<file path="src/core/rss_pkg.sv">
// Purpose: Shared constants and types for the reset source sequencer
// Assumes: Single 40 MHz clock domain
// Notes:   Register map is a local choice
package rss_pkg;
    // ************************************************************
    // Register map
    // ************************************************************
    localparam logic [3:0] ADDR_CTRL   = 4'h0;
    localparam logic [3:0] ADDR_STATUS = 4'h4;
    localparam logic [3:0] ADDR_CONFIG = 4'h8;
    localparam logic [3:0] ADDR_COUNT  = 4'hc;
    localparam int CTRL_HARD_REQ = 0;
    localparam int CTRL_SCAN_CMD = 1;
    localparam logic [31:0] CTRL_RESET = 32'h0000_0000;
    localparam logic [1:0]  RESP_OKAY  = 2'h0;
    localparam logic [1:0]  RESP_SLVERR = 2'h2;
    // ************************************************************
    // Timing
    // ************************************************************
    localparam int POR_MIN_CYCLES     = 16;
    localparam int HARD_DELAY_CYCLES  = 521;
    localparam logic [9:0] HARD_DELAY = 10'd521;
    localparam logic [9:0] SOFT_LEN   = 10'd16;
    // ************************************************************
    // Types
    // ************************************************************
    typedef enum logic [1:0] {
        RSS_IDLE = 2'b00,
        RSS_HARD = 2'b01,
        RSS_SOFT = 2'b11
    } rss_state_t;
    typedef struct packed {
        logic [1:0] boot_mode_strap;
        logic       watchdog_enable_strap;
        logic       host_narrow_bus_strap;
        logic       host_config_strap;
    } rss_straps_t;
    typedef struct packed {
        logic [2:0] scan_instr;
        logic       scan_exec;
    } rss_scan_t;
endpackage

</file>
<file path="src/core/rss_reset_source_sequencer.sv">
// Purpose: Reset source sequencer with AXI4-Lite status and control
// Assumes: power_on_reset_n arrives asynchronously and is synchronised here
// Notes:   Pin and strap inputs pass two flops before use
//
// Local design decisions: the AXI4-Lite slave port and the register addresses.
`timescale 1ns/1ps
`default_nettype none
module rss_reset_source_sequencer #(
    parameter logic [2:0] SCAN_EXTEST = 3'h0,
    parameter logic [2:0] SCAN_CLAMP  = 3'h1,
    parameter logic [2:0] SCAN_HIGHZ  = 3'h2
) (
    // Clock and bus reset
    input  wire logic               aclk,
    input  wire logic               aresetn,
    // Reset pins
    input  wire logic               power_on_reset_n,
    input  wire logic               hard_reset_n_in,
    output logic                    hard_reset_n_out,
    output logic                    hard_reset_n_oe,
    // Internal sources
    input  wire logic               watchdog_expired,
    input  wire logic               bus_monitor_timeout,
    input  wire rss_pkg::rss_scan_t scan_cmd,
    // Straps
    input  wire rss_pkg::rss_straps_t straps,
    // Reset outputs
    output logic                    pll_reset,
    output logic                    watchdog_regs_reset,
    output logic                    clock_ctrl_reset,
    output logic                    core_reset,
    output logic                    periph_reset,
    output logic                    soft_reset_n,
    output rss_pkg::rss_straps_t    captured_straps,
    // AXI4-Lite
    input  wire logic [3:0]         s_axi_awaddr,
    input  wire logic               s_axi_awvalid,
    output logic                    s_axi_awready,
    input  wire logic [31:0]        s_axi_wdata,
    input  wire logic [3:0]         s_axi_wstrb,
    input  wire logic               s_axi_wvalid,
    output logic                    s_axi_wready,
    output logic [1:0]              s_axi_bresp,
    output logic                    s_axi_bvalid,
    input  wire logic               s_axi_bready,
    input  wire logic [3:0]         s_axi_araddr,
    input  wire logic               s_axi_arvalid,
    output logic                    s_axi_arready,
    output logic [31:0]             s_axi_rdata,
    output logic [1:0]              s_axi_rresp,
    output logic                    s_axi_rvalid,
    input  wire logic               s_axi_rready
);
    import rss_pkg::*;

    typedef struct packed {
        logic [1:0]  por_sync;
        logic [1:0]  hard_sync;
        logic [4:0]  straps_sync_a;
        logic [4:0]  straps_sync;
        logic        por_prev;
        rss_state_t  state;
        logic [9:0]  count;
        rss_straps_t cfg;
        logic        pll_rst;
        logic        drive_hard;
        logic [1:0]  drive_dly;
        logic        any_rst;
        logic        soft_act;
        logic        ctrl_hard;
        logic        ctrl_scan;
        logic [2:0]  hard_cnt;
        logic [2:0]  soft_cnt;
        logic        aw_got;
        logic        w_got;
        logic [3:0]  aw_addr;
        logic [31:0] wdata;
        logic [3:0]  wstrb;
        logic        bvalid;
        logic [1:0]  bresp;
        logic        rvalid;
        logic [31:0] rdata;
        logic [1:0]  rresp;
    } rss_regs_t;

    rss_regs_t r;
    rss_regs_t next_r;
    logic       por_n;
    logic       ext_hard;
    logic       hard_src;
    logic       soft_src;

    function automatic logic is_scan_reset(input logic [2:0] ins);
        return (ins == SCAN_EXTEST) || (ins == SCAN_CLAMP) || (ins == SCAN_HIGHZ);
    endfunction

    assign por_n    = r.por_sync[1];
    // Our own pull is still in the synchroniser for two cycles after release
    assign ext_hard = !r.hard_sync[1] && !r.drive_hard && (r.drive_dly == 2'b00);
    // Pin, watchdog or bus monitor, or a software request
    assign hard_src = ext_hard || watchdog_expired || bus_monitor_timeout || r.ctrl_hard;
    assign soft_src = (scan_cmd.scan_exec && is_scan_reset(scan_cmd.scan_instr))
                      || r.ctrl_scan;

    // ************************************************************
    // Next state
    // ************************************************************
    always_comb begin
        next_r = r;
        next_r.por_sync = {r.por_sync[0], power_on_reset_n};
        next_r.hard_sync = {r.hard_sync[0], hard_reset_n_in};
        // Only the second strap stage feeds the capture
        next_r.straps_sync_a = straps;
        next_r.straps_sync = r.straps_sync_a;
        next_r.drive_dly = {r.drive_dly[0], r.drive_hard};
        next_r.por_prev = por_n;
        next_r.ctrl_hard = 1'b0;
        next_r.ctrl_scan = 1'b0;
        if (!por_n) begin
            // Power-on holds the pin and every reset output except soft_reset_n, including the PLL
            next_r.pll_rst    = 1'b1;
            next_r.drive_hard = 1'b1;
            next_r.any_rst    = 1'b1;
            next_r.soft_act   = 1'b0;
            next_r.state      = RSS_HARD;
            next_r.count      = HARD_DELAY;
        end else begin
            next_r.pll_rst = 1'b0;
            if (!r.por_prev) begin
                next_r.cfg = rss_straps_t'(r.straps_sync);
            end
            case (r.state)
                RSS_IDLE: begin
                    if (hard_src) begin
                        next_r.state      = RSS_HARD;
                        next_r.count      = HARD_DELAY;
                        next_r.drive_hard = 1'b1;
                        next_r.any_rst    = 1'b1;
                        next_r.hard_cnt   = r.hard_cnt + 3'h1;
                    end else if (soft_src) begin
                        next_r.state    = RSS_SOFT;
                        next_r.count    = SOFT_LEN;
                        next_r.soft_act = 1'b1;
                        next_r.any_rst  = 1'b1;
                        next_r.soft_cnt = r.soft_cnt + 3'h1;
                    end
                end
                RSS_HARD: begin
                    // Count 521 cycles from release, then let go of the pin
                    if (r.count == 10'd1) begin
                        next_r.state      = RSS_IDLE;
                        next_r.count      = 10'd0;
                        next_r.drive_hard = 1'b0;
                        next_r.any_rst    = 1'b0;
                    end else begin
                        next_r.count = r.count - 10'd1;
                    end
                end
                RSS_SOFT: begin
                    // Pin stays released; a hard source pre-empts
                    if (hard_src) begin
                        next_r.state      = RSS_HARD;
                        next_r.count      = HARD_DELAY;
                        next_r.drive_hard = 1'b1;
                        next_r.soft_act   = 1'b0;
                    end else if (r.count == 10'd1) begin
                        next_r.state    = RSS_IDLE;
                        next_r.count    = 10'd0;
                        next_r.soft_act = 1'b0;
                        next_r.any_rst  = 1'b0;
                    end else begin
                        next_r.count = r.count - 10'd1;
                    end
                end
                default: begin
                    next_r.state = RSS_IDLE;
                end
            endcase
        end

        // AXI4-Lite write path
        if (s_axi_awvalid && !r.aw_got) begin
            next_r.aw_got  = 1'b1;
            next_r.aw_addr = s_axi_awaddr;
        end
        if (s_axi_wvalid && !r.w_got) begin
            next_r.w_got = 1'b1;
            next_r.wdata = s_axi_wdata;
            next_r.wstrb = s_axi_wstrb;
        end
        if (r.aw_got && r.w_got && !r.bvalid) begin
            next_r.aw_got = 1'b0;
            next_r.w_got  = 1'b0;
            next_r.bvalid = 1'b1;
            next_r.bresp  = RESP_OKAY;
            if (r.aw_addr == ADDR_CTRL) begin
                if (r.wstrb[0]) begin
                    next_r.ctrl_hard = r.wdata[CTRL_HARD_REQ];
                    next_r.ctrl_scan = r.wdata[CTRL_SCAN_CMD];
                end
            end else if (r.aw_addr != ADDR_STATUS && r.aw_addr != ADDR_CONFIG
                         && r.aw_addr != ADDR_COUNT) begin
                next_r.bresp = RESP_SLVERR;
            end
        end
        if (r.bvalid && s_axi_bready) begin
            next_r.bvalid = 1'b0;
        end

        // AXI4-Lite read path
        if (s_axi_arvalid && !r.rvalid) begin
            next_r.rvalid = 1'b1;
            next_r.rresp  = RESP_OKAY;
            case (s_axi_araddr)
                ADDR_CTRL:   next_r.rdata = CTRL_RESET;
                ADDR_STATUS: next_r.rdata = {26'h0, r.state, r.soft_act,
                                             r.drive_hard, r.pll_rst, r.any_rst};
                ADDR_CONFIG: next_r.rdata = {27'h0, r.cfg};
                ADDR_COUNT:  next_r.rdata = {10'h0, r.soft_cnt, 5'h0, r.hard_cnt,
                                             1'b0, r.count};
                default: begin
                    next_r.rdata = 32'h0000_0000;
                    next_r.rresp = RESP_SLVERR;
                end
            endcase
        end else if (r.rvalid && s_axi_rready) begin
            next_r.rvalid = 1'b0;
        end
    end

    // ************************************************************
    // State register
    // ************************************************************
    always_ff @(posedge aclk) begin
        if (!aresetn) begin
            r          <= '0;
            r.hard_sync <= 2'b11;
            r.pll_rst  <= 1'b1;
            r.any_rst  <= 1'b1;
            r.drive_hard <= 1'b1;
            r.state    <= RSS_HARD;
            r.count    <= HARD_DELAY;
        end else begin
            r <= next_r;
        end
    end

    // ************************************************************
    // Outputs
    // ************************************************************
    // Open-drain: only ever pull low, pull-up releases the line
    assign hard_reset_n_out    = 1'b0;
    assign hard_reset_n_oe     = r.drive_hard;
    assign pll_reset           = r.pll_rst;
    assign watchdog_regs_reset = r.any_rst;
    assign clock_ctrl_reset    = r.any_rst;
    assign core_reset          = r.any_rst;
    assign periph_reset        = r.any_rst;
    assign soft_reset_n        = !r.soft_act;
    assign captured_straps     = r.cfg;
    // Configuration itself flows through the host port or I2C elsewhere
    assign s_axi_awready = !r.aw_got;
    assign s_axi_wready  = !r.w_got;
    assign s_axi_bvalid  = r.bvalid;
    assign s_axi_bresp   = r.bresp;
    assign s_axi_arready = !r.rvalid;
    assign s_axi_rvalid  = r.rvalid;
    assign s_axi_rdata   = r.rdata;
    assign s_axi_rresp   = r.rresp;
endmodule
`default_nettype wire

</file>
<file path="config.mk">
export PLATFORM = sky130hd
export DESIGN_NAME = rss_reset_source_sequencer
export DESIGN_NICKNAME = d
export VERILOG_FILES = /design/src/core/rss_pkg.sv /design/src/core/rss_reset_source_sequencer.sv
export SDC_FILE = /design/constraint.sdc
export NUM_CORES = 1
export LEC_CHECK = 0
export BUFFER_PORTS_ARGS = -buffer_cell sky130_fd_sc_hd__buf_2
export CAP_MARGIN = 20
export CORE_MARGIN = 2
export CORE_UTILIZATION = 46
export DETAILED_ROUTE_END_ITERATION = 8
export PLACE_DENSITY = 0.79
export RECOVER_POWER = 100
export SYNTH_ARGS = -nofsm -noshare
export SYNTH_HDL_FRONTEND = slang
export SYNTH_SLANG_ARGS = --single-unit
</file>
<file path="constraint.sdc">
create_clock -name aclk -period 2.2 [get_ports aclk]
set_input_delay 0.22 -clock aclk [delete_from_list [all_inputs] [get_ports aclk]]
set_output_delay 0.22 -clock aclk [all_outputs]
set_load 0.02 [all_outputs]
</file>
==> out/metrics.csv <==
metric,value,unit
use_met1,0.186,
design_area,0.00392,mm^2
place.gp.congestion,0.934,
ir_drop,507,uV
synth_seq_area_share,0.419,
syn_inst,399,
fp.dieH,92.2,um
p_sw_frac,0.221,
yosysWarnings,0,
cp-startpoint,hard_reset_n_oe,
violations,"max-capacitance violations, max-slew violations",
grt_pass1_wl,11.5,mm
fillCellCount,709,
coreArea,0.00765,mm^2
synthArstFlopShare,0,
slew_violations,59,
area_growth,9.61,%
placed_cell_area,0.00373,mm^2
startpoint_type,register,
synthFlopType,dfxtp_1,
reg2reg_setup_slack,0.08,ns
r2r_end,r[105],
grt_pass1_vias,2608,
grt-ovfl-total,0,
rows,32,
use_met3,0.0649,
synth_area,0.00358,mm^2
finalNetCount,513,
power_leakage,1.58,nW
clockRootBuffer,clkbuf_8,
synthXorXnorAreaFrac,0.00979,
drt_iter0_drc,192,
use_met2,0.297,
dr.pass1.iters,4,
synth_top_family_by_area,simple AND/OR/NAND/NOR gates,
drive_above_1_share,0.146,
synth_mux_area_frac,0.0430,
critical_path_class,reg -> reg,
tns,0,ns
intPower,0.00225,W
hold_viol_final,0,
antenna_found_initial,0,
clkSlewWorstSetupHoldPaths,0.08,ns
drt-wirelength-per-cell,13.1,um
power.density,735,mW/mm^2
synth_compound_area_frac,0.138,
insertedDiodeCount,0,
top_usage_layer,met2,
period_minus_slack,2.12,ns
dpl.hpwl,5.14,mm
clk_latency,0.35,ns
tightest_slew,1.85,ns
die_x,92.2,um
htreeDepth,3,
dieArea,0.00850,mm^2
min_path_type,in -> reg,
layout_common_cells,"74 x dfxtp_1, 40 x clkbuf_1, 29 x buf_2",
pwr-share-clk,0.441,
endpoint_kind,register,
dr_total_vias,2799,
cts_tree,built,
drt-total-wl,7.17,mm
crit_path_end,r[105],
reg2reg_depth,5,
drcViolationCount,0,
synth-simple-area-share,0.219,
rsz0062_at_grt,no,
cts_hold_buf,0,
seqPwrFrac,0.488,
finalSetupViolCount,0,
maxCapViolCount,1,
ant_nets,0,
p_switching,0.000637,W
start_util,0.468,
clock-sinks,75,
synth-seq-cells,75,
synth_adder_area_share,0.0280,
post-route-period-util,0.965,
avgViaCountPerCell,5.12,
worstReg2RegStart,hard_reset_n_oe,
status,finished with violations,
path_max_fanout,10,
relSlewSlack,-0.236,
ys_types,51,
cts-buffers-inserted,9,
critical_path_arrival,2.40,ns
grtUsageTotal,0.172,
clock_skew,0.00719,ns
grt_start_max_net_pins,59,
io_buffers,65,
fmax,0.471,GHz
required,2.48,ns
final_common_cell,dfxtp_1,
io_pins,118,
syn_avg_cell_area,8.97,um^2
cts_buffer_depth,2,
p_comb_frac,0.071,
synth_edf_count,0,
power by group through the flow:
stage                     logic, W  registers (W)  clock network, W
after CTS                 0.000211        0.00141           0.00129
after detailed placement  0.000209        0.00144                 0
final                     0.000206        0.00141           0.00127
after floorplan           0.000179        0.00144                 0
after global placement    0.000203        0.00144                 0
after global routing      0.000227        0.00141           0.00134
per-stage QoR:
| stage | utilization | hold slack, ns | total power [W] | setup WS, ns | instances |
|---|---|---|---|---|---|
| after floorplan | - | 0.321 | 0.00161 | 0.00120 | 417 |
| after global placement | 0.488 | 0.394 | 0.00164 | 0.107 | 531 |
| after detailed placement | 0.488 | 0.400 | 0.00165 | 0.0867 | 531 |
| after CTS | 0.519 | 0.0543 | 0.00291 | 0.0694 | 546 |
| after global routing | 0.513 | 0.0571 | 0.00298 | 0.00110 | 547 |
| final | 0.513 | 0.0692 | 0.00288 | 0.0770 | 547 |
final cells by class:
type	instances	area, um^2	share of cell area
multi-input cells	264	1640	0.419
repair buffers	76	352	0.0896
clock buffers	11	141	0.0360
flip-flops and latches	75	1510	0.384
clock inverters	4	98.8	0.0252
well taps	102	128	0.0325
inverters	15	56.3	0.0143
what timing repair did:
item | CTS | global route
setup endpoints to repair | 0 | 1
gates resized for setup | 0 | 0
setup buffers | 0 | 1
endpoints found under the hold margin | 0 | 0
registers in the layout, summed over array words and instances, names as in the netlist:
| name | flops |
|---|---|
| hard_reset_n_oe | 1 |
| s_axi_bvalid | 1 |
| next_r | 9 |
| s_axi_rdata | 16 |
| s_axi_bresp | 1 |
| clock_ctrl_reset | 1 |
| captured_straps | 5 |
| pll_reset | 1 |
| r | 38 |
| s_axi_rresp | 1 |
| s_axi_rvalid | 1 |
worst max-delay path, cell delays in order, from the launching register on:
cell and delay, ns:
dfxtp_4 0.35, or4_4 0.55, and2_4 0.20, a31o_4 0.27
or4_1 0.50, a31oi_1 0.18
kinds of logic (layout without fill, tap and decap cells):
| kind of cell | Yosys count | in the layout |
|---|---|---|
| xor gates and xnor gates | 4 | 4 |
| muxes | 15 | 15 |
| AOI/OAI and AO/OA | 76 | 76 |
| and+or+nand+nor | 142 | 142 |
| buffers and inverters | 78 | 106 |
| other | 1 | 19 |
| adders and majority gates | 8 | 8 |
| DFF | 75 | 75 |
Yosys cell counts, types with 3 or more instances:
master	instances	area share
xor2_1	3	0.0073
nor2_1	20	0.021
inv_1	14	0.015
dfxtp_1	75	0.42
nor3_1	8	0.011
nor2b_1	28	0.049
nand4_1	4	0.0070
nand3_1	9	0.013
o21ai_0	23	0.032
or4_1	5	0.010
nand2b_1	5	0.0087
a21oi_1	18	0.025
a22oi_1	16	0.034
clkbuf_1	15	0.016
buf_4	45	0.094
ha_1	8	0.028
and2_1	23	0.040
mux2i_1	12	0.034
nand2_1	24	0.025
nor3b_1	4	0.0084
mux2_2	3	0.0094
a31oi_1	4	0.0070
worst min path at each step:
stage	from	endpoint	depth (start not counted)
6_report	straps[4]	next_r[116]	2
5_1_grt	hard_reset_n_in	next_r[123]	2
4_1_cts	straps[1]	next_r[113]	2
3_5_place_dp	next_r[123]	r[123]	1
3_3_place_gp	next_r[123]	r[123]	1
2_1_floorplan	hard_reset_n_in	next_r[123]	1
metal layers:
| metal | wire (um) | vias up |
|---|---|---|
| li1 | - | 1384 |
| met1 | 3030 | 1289 |
| met2 | 3460 | 110 |
| met3 | 495 | 16 |
| met4 | 183 | 0 |
| met5 | 0 | - |
Note: power is estimated with default switching activity, not from simulation.
